==> config.mk <==
export PLATFORM = sky130hd
export DESIGN_NAME = wdg_watchdog
export DESIGN_NICKNAME = d
export VERILOG_FILES = /design/src/wdg_pkg.sv /design/src/wdg_watchdog.sv
export VERILOG_INCLUDE_DIRS = /design/src
export SDC_FILE = /design/constraint.sdc
export NUM_CORES = 1
export LEC_CHECK = 0
export ABC_AREA = 1
export BUFFER_PORTS_ARGS = -buffer_cell sky130_fd_sc_hd__buf_2
export CORE_MARGIN = 4
export CORE_UTILIZATION = 48
export CTS_CLUSTER_DIAMETER = 200
export DETAILED_ROUTE_END_ITERATION = 16
export HOLD_SLACK_MARGIN = 0.06
export PLACE_DENSITY = 0.74
export SLEW_MARGIN = 20
export SYNTH_ARGS = -nofsm -noshare
export SYNTH_HDL_FRONTEND = slang
export SYNTH_SLANG_ARGS = --single-unit
==> constraint.sdc <==
create_clock -name clock -period 3.3 [get_ports clock]
set_input_delay 0.33 -clock clock [delete_from_list [all_inputs] [get_ports clock]]
set_output_delay 0.33 -clock clock [all_outputs]
set_load 0.02 [all_outputs]
==> src/wdg_defines.svh <==
// Register map, field positions, reset values and counts of the watchdog block
`ifndef WDG_DEFINES_SVH
`define WDG_DEFINES_SVH
`define WDG_PRESCALE_ADDR 8'h00
`define WDG_STATUS_ADDR 8'h04
`define WDG_PRESCALE_RST 8'h07
`define WDG_SEL_MSB 2
`define WDG_TO_BIT 5
`define WDG_PD_BIT 4
`define WDG_BASE_DIV 16'h0100
`define WDG_INSTR_LAST 2'h3
`define WDG_STARTUP_LAST 10'h3ff
`endif

==> src/wdg_pkg.sv <==
// Types shared by the watchdog, sleep and reset-cause block
package wdg_pkg;
    typedef enum logic [1:0] {SRC_RC = 2'b00, SRC_RTC = 2'b01, SRC_INSTR = 2'b10} wdg_src_t;
    typedef enum logic [1:0] {ST_RUN = 2'b00, ST_SLEEP = 2'b01, ST_PINRST = 2'b10, ST_DELAY = 2'b11} wdg_mode_t;
    typedef enum logic [1:0] {WK_RESET = 2'b00, WK_PORT = 2'b01, WK_INT = 2'b10, WK_WARM = 2'b11} wdg_wake_t;
    typedef struct packed {
        logic hsel;
        logic [31:0] haddr;
        logic [1:0] htrans;
        logic hwrite;
        logic [2:0] hsize;
        logic [31:0] hwdata;
        logic hready;
    } wdg_ahb_req_t;
    typedef struct packed {
        logic hreadyout;
        logic hresp;
        logic [31:0] hrdata;
    } wdg_ahb_rsp_t;
    typedef struct packed {
        logic sleepInstr;
        logic kick;
        logic kickFirst;
        logic kickSecond;
    } wdg_core_cmd_t;
    typedef struct packed {
        logic [1:0] req;
        logic [1:0] enable;
        logic stackFull;
    } wdg_int_t;
    typedef struct packed {
        logic chipReset;
        logic warmReset;
        logic sleeping;
        logic coreStall;
        logic resumeNext;
        logic vectorTake;
        logic timeoutFlag;
        logic powerdownFlag;
    } wdg_core_out_t;
    typedef struct packed {
        wdg_mode_t mode;
        wdg_wake_t reason;
        logic rcMeta, rcSync, rcPrev;
        logic rtcMeta, rtcSync, rtcPrev;
        logic rstMeta, rstSync;
        logic [7:0] paMeta, paSync, paPrev;
        logic [1:0] instrDiv;
        logic [14:0] wdtCount;
        logic [7:0] prescale;
        logic firstSeen, secondSeen;
        logic [1:0] armed, wakeInt;
        logic [9:0] delayCnt;
        logic ahbValid, ahbWrite;
        logic [7:0] ahbAddr;
        wdg_ahb_rsp_t rsp;
        wdg_core_out_t out;
    } wdg_state_t;
endpackage

==> src/wdg_watchdog.sv <==
// Watchdog counter with sleep/wake control, reset cause flags and start-up delay
//
// Register access over AHB-Lite and the placing of the registers were decided locally.
`include "wdg_defines.svh"
`timescale 1ns/1ps
`default_nettype none
module wdg_watchdog #(
    parameter wdg_pkg::wdg_src_t CLK_SOURCE = wdg_pkg::SRC_RC,
    parameter bit RC_OSC_ENABLE = 1'b1,
    parameter bit WDT_DISABLE = 1'b0,
    parameter bit DUAL_CLEAR = 1'b0,
    parameter logic [7:0] PORTA_WAKE_MASK = 8'hff
) (
    input wire logic clock,
    input wire logic rst,
    input wire logic clockEnable,
    input wire wdg_pkg::wdg_ahb_req_t ahbReq,
    output var wdg_pkg::wdg_ahb_rsp_t ahbRsp,
    input wire logic extResetN,
    input wire logic watchdogRcOsc,
    input wire logic realtimeCrystalOsc,
    input wire logic [7:0] portA,
    input wire wdg_pkg::wdg_core_cmd_t coreCmd,
    input wire wdg_pkg::wdg_int_t intIn,
    output var wdg_pkg::wdg_core_out_t coreOut
);
    import wdg_pkg::*;

    // RC option off falls back to the instruction clock
    localparam bit USE_INSTR = (CLK_SOURCE == SRC_INSTR) || (CLK_SOURCE == SRC_RC && !RC_OSC_ENABLE);

    wdg_state_t st;
    wdg_state_t nxt;
    logic tick;
    logic ovf;
    logic pinLow;
    logic portFall;
    logic intWake;
    logic kickClear;
    logic addrPhase;
    logic addrHit;
    logic [15:0] limitWide;
    logic [31:0] rdVal;

    assign ahbRsp = st.rsp;
    assign coreOut = st.out;

    always_comb begin
        nxt = st;
        // Oscillators and pins each pass two flops first
        nxt.rcMeta = watchdogRcOsc;
        nxt.rcSync = st.rcMeta;
        nxt.rcPrev = st.rcSync;
        nxt.rtcMeta = realtimeCrystalOsc;
        nxt.rtcSync = st.rtcMeta;
        nxt.rtcPrev = st.rtcSync;
        nxt.rstMeta = extResetN;
        nxt.rstSync = st.rstMeta;
        nxt.paMeta = portA;
        nxt.paSync = st.paMeta;
        nxt.paPrev = st.paSync;
        pinLow = !st.rstSync;
        portFall = |(st.paPrev & ~st.paSync & PORTA_WAKE_MASK);
        intWake = |(intIn.req & st.armed);

        // System clock is halted in sleep, so this divider stops too
        if (st.mode != ST_SLEEP) begin
            nxt.instrDiv = st.instrDiv + 2'h1;
        end
        if (USE_INSTR) begin
            tick = (st.instrDiv == `WDG_INSTR_LAST) && (st.mode != ST_SLEEP);
        end else if (CLK_SOURCE == SRC_RTC) begin
            tick = st.rtcSync && !st.rtcPrev;
        end else begin
            tick = st.rcSync && !st.rcPrev;
        end

        // 256 base stages then 2^n prescaler stages in one counter
        limitWide = (`WDG_BASE_DIV << st.prescale[`WDG_SEL_MSB:0]) - 16'h0001;
        ovf = !WDT_DISABLE && tick && (st.mode == ST_RUN || st.mode == ST_SLEEP)
            && (st.wdtCount == limitWide[14:0]);
        if (tick && (st.mode == ST_RUN || st.mode == ST_SLEEP)) begin
            nxt.wdtCount = st.wdtCount + 15'h0001;
        end

        nxt.out.warmReset = 1'b0;
        nxt.out.resumeNext = 1'b0;
        nxt.out.vectorTake = 1'b0;

        kickClear = 1'b0;
        if (!WDT_DISABLE && st.mode == ST_RUN) begin
            if (DUAL_CLEAR) begin
                nxt.firstSeen = st.firstSeen | coreCmd.kickFirst;
                nxt.secondSeen = st.secondSeen | coreCmd.kickSecond;
                if (nxt.firstSeen && nxt.secondSeen) begin
                    kickClear = 1'b1;
                    nxt.firstSeen = 1'b0;
                    nxt.secondSeen = 1'b0;
                end
            end else begin
                kickClear = coreCmd.kick;
            end
        end
        if (kickClear) begin
            nxt.wdtCount = '0;
            nxt.out.timeoutFlag = 1'b0;
            nxt.out.powerdownFlag = 1'b0;
        end

        // Data phase write; whole byte stored, only low bits steer
        if (st.ahbValid && st.ahbWrite && st.ahbAddr == `WDG_PRESCALE_ADDR) begin
            nxt.prescale = ahbReq.hwdata[7:0];
        end

        addrPhase = ahbReq.hsel && ahbReq.hready && ahbReq.htrans[1];
        addrHit = (ahbReq.haddr[31:8] == 24'h000000);
        nxt.ahbValid = addrPhase && addrHit;
        nxt.ahbWrite = ahbReq.hwrite;
        nxt.ahbAddr = ahbReq.haddr[7:0];
        rdVal = '0;
        if (ahbReq.haddr[7:0] == `WDG_PRESCALE_ADDR) begin
            // Forward a write still in its data phase
            if (st.ahbValid && st.ahbWrite && st.ahbAddr == `WDG_PRESCALE_ADDR) begin
                rdVal[7:0] = ahbReq.hwdata[7:0];
            end else begin
                rdVal[7:0] = st.prescale;
            end
        end else if (ahbReq.haddr[7:0] == `WDG_STATUS_ADDR) begin
            rdVal[`WDG_TO_BIT] = st.out.timeoutFlag;
            rdVal[`WDG_PD_BIT] = st.out.powerdownFlag;
        end
        if (addrPhase) begin
            nxt.rsp.hrdata = (addrHit && !ahbReq.hwrite) ? rdVal : 32'h00000000;
        end
        nxt.rsp.hreadyout = 1'b1;
        nxt.rsp.hresp = 1'b0;

        unique case (st.mode)
            ST_RUN: begin
                if (ovf) begin
                    // Overflow beats a clear in the same cycle
                    nxt.mode = ST_DELAY;
                    nxt.reason = WK_RESET;
                    nxt.out.timeoutFlag = 1'b1;
                    nxt.out.powerdownFlag = st.out.powerdownFlag;
                    nxt.prescale = `WDG_PRESCALE_RST;
                    nxt.wdtCount = '0;
                    nxt.out.chipReset = 1'b1;
                    nxt.out.coreStall = 1'b1;
                    nxt.delayCnt = '0;
                    nxt.firstSeen = 1'b0;
                    nxt.secondSeen = 1'b0;
                end else if (coreCmd.sleepInstr) begin
                    nxt.mode = ST_SLEEP;
                    nxt.out.sleeping = 1'b1;
                    nxt.wdtCount = '0;
                    nxt.out.powerdownFlag = 1'b1;
                    nxt.out.timeoutFlag = 1'b0;
                    nxt.armed = ~intIn.req;
                end
            end
            ST_SLEEP: begin
                if (ovf || portFall || intWake) begin
                    nxt.mode = ST_DELAY;
                    nxt.out.sleeping = 1'b0;
                    nxt.out.coreStall = 1'b1;
                    nxt.delayCnt = '0;
                    nxt.wdtCount = '0;
                    nxt.wakeInt = intIn.req & st.armed;
                end
                if (ovf) begin
                    nxt.reason = WK_WARM;
                    nxt.out.warmReset = 1'b1;
                    nxt.out.timeoutFlag = 1'b1;
                    nxt.out.powerdownFlag = 1'b1;
                end else if (portFall) begin
                    nxt.reason = WK_PORT;
                end else if (intWake) begin
                    nxt.reason = WK_INT;
                end
            end
            ST_PINRST: begin
                if (!pinLow) begin
                    nxt.mode = ST_DELAY;
                    nxt.reason = WK_RESET;
                    nxt.delayCnt = '0;
                end
            end
            ST_DELAY: begin
                // Counter held clear while the core is stalled
                nxt.wdtCount = '0;
                nxt.delayCnt = st.delayCnt + 10'h001;
                if (st.delayCnt == `WDG_STARTUP_LAST) begin
                    nxt.mode = ST_RUN;
                    nxt.out.coreStall = 1'b0;
                    nxt.out.chipReset = 1'b0;
                    if (st.reason == WK_PORT) begin
                        nxt.out.resumeNext = 1'b1;
                    end else if (st.reason == WK_INT) begin
                        if (|(st.wakeInt & intIn.enable) && !intIn.stackFull) begin
                            nxt.out.vectorTake = 1'b1;
                        end else begin
                            nxt.out.resumeNext = 1'b1;
                        end
                    end
                end
            end
        endcase

        if (pinLow) begin
            if (st.mode == ST_SLEEP) begin
                nxt.out.timeoutFlag = 1'b0;
                nxt.out.powerdownFlag = 1'b1;
            end
            nxt.mode = ST_PINRST;
            nxt.wdtCount = '0;
            nxt.prescale = `WDG_PRESCALE_RST;
            nxt.out.chipReset = 1'b1;
            nxt.out.coreStall = 1'b1;
            nxt.out.sleeping = 1'b0;
            nxt.out.warmReset = 1'b0;
            nxt.out.resumeNext = 1'b0;
            nxt.out.vectorTake = 1'b0;
            nxt.firstSeen = 1'b0;
            nxt.secondSeen = 1'b0;
        end
    end

    always_ff @(posedge clock or posedge rst) begin
        if (rst) begin
            st <= '0;
            st.mode <= ST_DELAY;
            st.reason <= WK_RESET;
            st.rstMeta <= 1'b1;
            st.rstSync <= 1'b1;
            st.prescale <= `WDG_PRESCALE_RST;
            st.rsp.hreadyout <= 1'b1;
            st.out.chipReset <= 1'b1;
            st.out.coreStall <= 1'b1;
        end else if (clockEnable) begin
            st <= nxt;
        end
    end
endmodule
`default_nettype wire

# Yosys cells after proc, flatten, opt, wreduce, memory -nomap -nowiden
# Index checks and enable logic that the tools add are counted.
dict set report classes {
  eq_ne 21
  addsub 3
  n_reduce_logical 33
  muxes 58
  n_shift 1
  n_bitwise 6
}
# op count
set op_table {}
lappend op_table {{$mux 15} 5}
lappend op_table {{$pmux 15 s3} 1}
lappend op_table {{$mux 2} 22}
lappend op_table {{$mux 10} 4}
lappend op_table {{$pmux 10 s4} 1}
lappend op_table {{$mux 25} 1}
lappend op_table {{$logic_not 24->1} 1}
lappend op_table {{$mux 8} 3}
lappend op_table {{$logic_not 8->1} 2}
lappend op_table {{$reduce_and 4->1} 4}
lappend op_table {{$add 15x1->15 const B} 1}
lappend op_table {{$eq 15x15->1} 1}
lappend op_table {{$ne 3x3->1 const B} 5}
lappend op_table {{$reduce_and 5->1} 3}
lappend op_table {{$shl 9x3->15 const A} 1}
lappend op_table {{$sub 15x1->15 const B} 1}
lappend op_table {{$mux 12} 1}
lappend op_table {{$mux 1} 11}
lappend op_table {{$add 10x1->10 const B} 1}
lappend op_table {{$eq 10x10->1 const B} 1}
lappend op_table {{$logic_and 1x1->1} 10}
lappend op_table {{$and 8x8->8} 1}
lappend op_table {{$eq 8x3->1 const B} 1}
lappend op_table {{$mux 4} 2}
lappend op_table {{other kinds (24)} 38}
dict set report totals {
  output_inout_bits 42
  wordCells 149
  input_bits 95
  ff_bits 120
}

# Depth between registers and ports, before layout
dict set report depth {
  ltp_word 9
  mapped_depth 17
  depth_no_buf 15
}

# Least setup slack after synthesis
# OpenSTA, ideal clock, no wires.
dict set report synth_path {
  kind {register to register}
  start {reg st[127] (netlist name)}
  end {reg st[55] (netlist name)}
  setup_ns 0.118
  t_required_ns 3.182
  stages_incl_launch_ff 16
  synth_period_minus_slack_ns 2.020
  path_slack_ns 1.280
  arrival_ns 1.902
  n_path_buf 1
  path_cell_list {dfstp_2 -> ha_1 -> inv_2 -> nand2_2 -> nand2_1 -> nor2_1 -> nand2_1 -> nor2_2 -> nand3_4 -> nand2_4 -> inv_2 -> nor2_2 -> nand2_2 -> buf_6 -> nand2_1 -> o21ai_2}
}
dict set report synth_via {
  elab_chain_len 8
  elab_cells_between_ends 14
  classes_between {eq/ne: 6; mux: 1; reduce/logical: 7}
}
# item line
set synth_lines {}
lappend synth_lines {{from (decl)} wdg_watchdog.sv:32} ;# wdg_state_t st;
lappend synth_lines {{from (signal assigned)} wdg_watchdog.sv:241} ;# st <= nxt;
lappend synth_lines {{$eq 2x1->1 or $logic_not 2->1 (tied branches)} {wdg_watchdog.sv:80, wdg_watchdog.sv:138}}
lappend synth_lines {{$logic_or 1x1->1} wdg_watchdog.sv:80} ;# ovf = !WDT_DISABLE && tick && (st.mode == ST_RUN || st.mode == ST_SLEEP)
lappend synth_lines {{$logic_and 1x1->1} wdg_watchdog.sv:80}
lappend synth_lines {{$logic_and 1x1->1} wdg_watchdog.sv:81} ;# && (st.wdtCount == limitWide[14:0]);
lappend synth_lines {{$logic_or 1x1->1 (2 in a row)} wdg_watchdog.sv:163} ;# if (ovf || portFall || intWake) begin
lappend synth_lines {{$ne 2x2->1 (no line)} -}
lappend synth_lines {{$reduce_and 4->1 (no line)} -}
# Several ways; a longest one is shown, not always the timed one.
# A chain may end at the register's enable or synchronous reset.

# Worst setup path in the final report
dict set report layout_path {
  start {reg st[127] (netlist name)}
  end {reg st[126] (netlist name)}
}
dict set report layout_via {
  elab_chain_len 6
  elab_cells_between_ends 13
  classes_between {eq/ne: 5; mux: 2; reduce/logical: 6}
}
# item line
set layout_lines {}
lappend layout_lines {{$eq 2x1->1 or $logic_not 2->1 (tied branches)} {wdg_watchdog.sv:80, wdg_watchdog.sv:138}}
lappend layout_lines {{$logic_or 1x1->1} wdg_watchdog.sv:80}
lappend layout_lines {{$logic_and 1x1->1} wdg_watchdog.sv:80}
lappend layout_lines {{$logic_and 1x1->1} wdg_watchdog.sv:81}
lappend layout_lines {{$ne 4x4->1 (no line), or another cell as far along} -}
lappend layout_lines {{$reduce_and 5->1 (no line) or $pmux 2 s3 (tied branches)} -}
# Several ways; a longest one is shown, not always the timed one.

==> out/qor.yml <==
critical_path:
  startpoint_type: "flop"
  worst_setup_path_end_kind: "flop"
  cp.depth: 14
  required_ns: 3.58
  cp_common_cell: "nand2_1"
  r2r_cells: 14
  cp.buffers_inverters: 2
  crit_family: "simple AND/OR/NAND/NOR gates"
  cp_cell_sequence: "inv_1, ha_1, inv_2, nand2_2, nand2_1, nor2_1, nand2_1, nor2_2, nand3_4, nand3_4, nand2_1, nor2_2, nand3_1, nand2_1"
  slowest_delay_ns: 0.39
  worstPathArrival_ns: 2.79
  crit_slowest_cell: "dfstp_2"
  path_class: "reg -> reg"
  crit_fanout: 11
logic_synthesis:
  synth_top_cell_by_area: "dfrtp_1"
  synth.avg_cell_area_um2: 7.63
  syn_area_um2: 5490
  syn_inst: 719
  ys_types: 40
  synthTopCellsByArea: "dfrtp_1 (40%), nand2_1 (15%), buf_4 (5.9%), o21ai_0 (4.7%), nor2_1 (4.4%)"
  yosysWarnings: 0
  synth-seq-area-share: 0.440
  yosys.area.top_type_share: 0.397
  ys_ff_latch: 96
detailed_routing:
  vias_per_cell: 5.05
  antenna_left: 0
  drc_errors: 0
  first_iter_violations: 285
  via_count: 4639
  firstDrtPassIters: 5
  wl_per_cell_um: 12.8
  wl_mm: 11.8
floorplan:
  io_pins: 137
  core_um2: 11000
  initial_utilization: 0.498
  fp-row-count: 38
  fp.dieH_um: 115
  die_w_um: 115
  die_area_um2: 13200
timing:
  worst_pin_slew_ns: 0.928
  fin_setup_tns_ns: 0
  final-max-slew-violation-count: 0
  max_freq_mhz: 399
  finalHoldViolCount: 0
  finalClockSkew_ns: 0.00907
  grt_setup_unrepaired: "no"
  setup_ws_ns: 0.797
  max_slew_margin: 0.379
  post-route-period-util: 0.759
  fin_crit_ns: 2.50
  setup_viol: 0
clock_network:
  cts_setup_buffers: 0
  cts_buffers: 9
  cts_hold_buf: 0
  clockBufferDepth: 2
  clkTransAtPathRegs_ns: 0.07
  tritoncts: "yes"
  insertion_delay_ns: 0.35
  cts_sinks: 96
  ctsHtreeMaxLevel: 3
  post_cts_resize_count: 0
  root_buffer: "clkbuf_16"
cells_and_area:
  fillCellCount: 1028
  drive_gt1_frac: 0.175
  fin_util: 0.552
  fin_nets: 875
  fin_area_um2: 6080
  area_growth_pct: 10.9
  multi_input_area_um2: 2480
  regArea_um2: 2410
  antenna_cells: 0
placed_design:
  place_area_um2: 5750
  hpwl_mm: 8.79
  gp_congestion: 0.909
  place_ws_ns: 0.860
  port_buffers: 79
power_and_ir_drop:
  p_leak_nw: 3.06
  power-per-cell-area_nw_per_um2: 515
  power.total_w: 0.00314
  ir_worst_vdd_mv: 0.238
grt:
  grt_pass1_vias: 4561
  grt_pass1_wl_mm: 20.6
  grt_max_degree: 58
  grt_usage: 0.189
  grt_overflow_total: 0
  antenna_found_initial: 0
run:
  drv_cap: 0
run_status:
  status: "complete, no violations"
worst_hold_path:
  hp-class: "in -> async"
## cell usage in the layout, fill, tap and decap left out, drive strengths merged
master,instances
a21oi,23
a22o,1
a22oi,2
a31o,1
a31oi,1
and2,1
buf,85
bufinv,2
clkbuf,9
clkinv,2
clkinvlp,1
conb,26
dfrtp,87
dfstp,9
ha,7
inv,66
mux2,1
mux2i,1
nand2,228
nand3,37
nand3b,7
nand4,14
nor2,69
nor3,7
nor3b,1
nor4,2
o21ai,58
o21bai,4
o22ai,4
o31ai,5
xnor2,3
xor2,14
## layout make-up
cell class,count,area share
Clock buffer,9,0.0370
Clock inverter,7,0.0185
Inverter,64,0.0397
Multi-Input combinational cell,517,0.407
Sequential cell,96,0.397
Tap cell,140,0.0288
Timing Repair Buffer,85,0.0724
## where the power goes
part	internal (W)	switching, W	total [W]
Clock	0.000681	0.000478	0.00116
Sequential	0.00130	0.0000768	0.00138
Combinational	0.000191	0.000409	0.000600
Total	0.00217	0.000964	0.00314
## routing by layer
| layer | vias to the layer above | wire, um | global-route usage |
|---|---|---|---|
| met2 | 114 | 5770 | 0.313 |
| met1 | 2179 | 5240 | 0.254 |
| met3 | 18 | 608 | 0.0342 |
| li1 | 2328 | - | - |
| met5 | - | 0 | 0 |
| met4 | 0 | 154 | 0.0603 |
## synthesized netlist by cell type (all sizes together)
library cell	instances
a21oi	23
a22o	1
a22oi	2
a31o	1
a31oi	1
and2	1
buf	51
clkbuf	15
conb	2
dfrtp	87
dfstp	9
ha	7
inv	64
mux2	1
mux2i	1
nand2	228
nand3	37
nand3b	7
nand4	14
nor2	69
nor3	7
nor3b	1
nor4	2
o21ai	58
o21bai	4
o22ai	4
o31ai	5
xnor2	3
xor2	14
## flip-flops by register name (all words and copies together), names as in the netlist
name	count
st	61
nxt	19
ahbRsp	8
coreOut	8
## final timing paths
| kind | slack (ns) | end | start |
|---|---|---|---|
| worst max register to register | 0.80 | st[126] | st[127] |
| max in group asynchronous | 2.31 | coreOut[7] | rst |
| min in group clock | 0.18 | nxt[104] | portA[3] |
| worst min register to register | 0.47 | nxt[117] | nxt[117] |
| worst min-delay path | 0.08 | st[87] | rst |
| worst max-delay path | 0.80 | st[126] | st[127] |
## per-stage QoR
step           cells  hold WS [ns]
2_1_floorplan    743         0.426
3_5_place_dp     902         0.459
3_3_place_gp     902         0.454
4_1_cts          918         0.102
5_1_grt          918         0.135
6_report         918        0.0817
## worst register-to-register path: stages, from the launching register on
cell	delay (ns)
dfstp_2	0.39
inv_1	0.10
ha_1	0.38
inv_2	0.12
nand2_2	0.09
nand2_1	0.08
nor2_1	0.11
nand2_1	0.08
nor2_2	0.13
nand3_4	0.18
nand3_4	0.13
nand2_1	0.07
nor2_2	0.35
nand3_1	0.14
nand2_1	0.09
## kinds of logic after synthesis
kind of cell | count (synthesis) | synth area share
other | 2 | 0.00137
buffers and inverters | 130 | 0.126
DFF | 96 | 0.440
and+or+nand+nor | 366 | 0.284
AOI/OAI and AO/OA | 99 | 0.102
xor gates and xnor gates | 17 | 0.0271
adders and majority gates | 7 | 0.0160
muxes | 2 | 0.00388
Power figures use the tool's default switching activity.
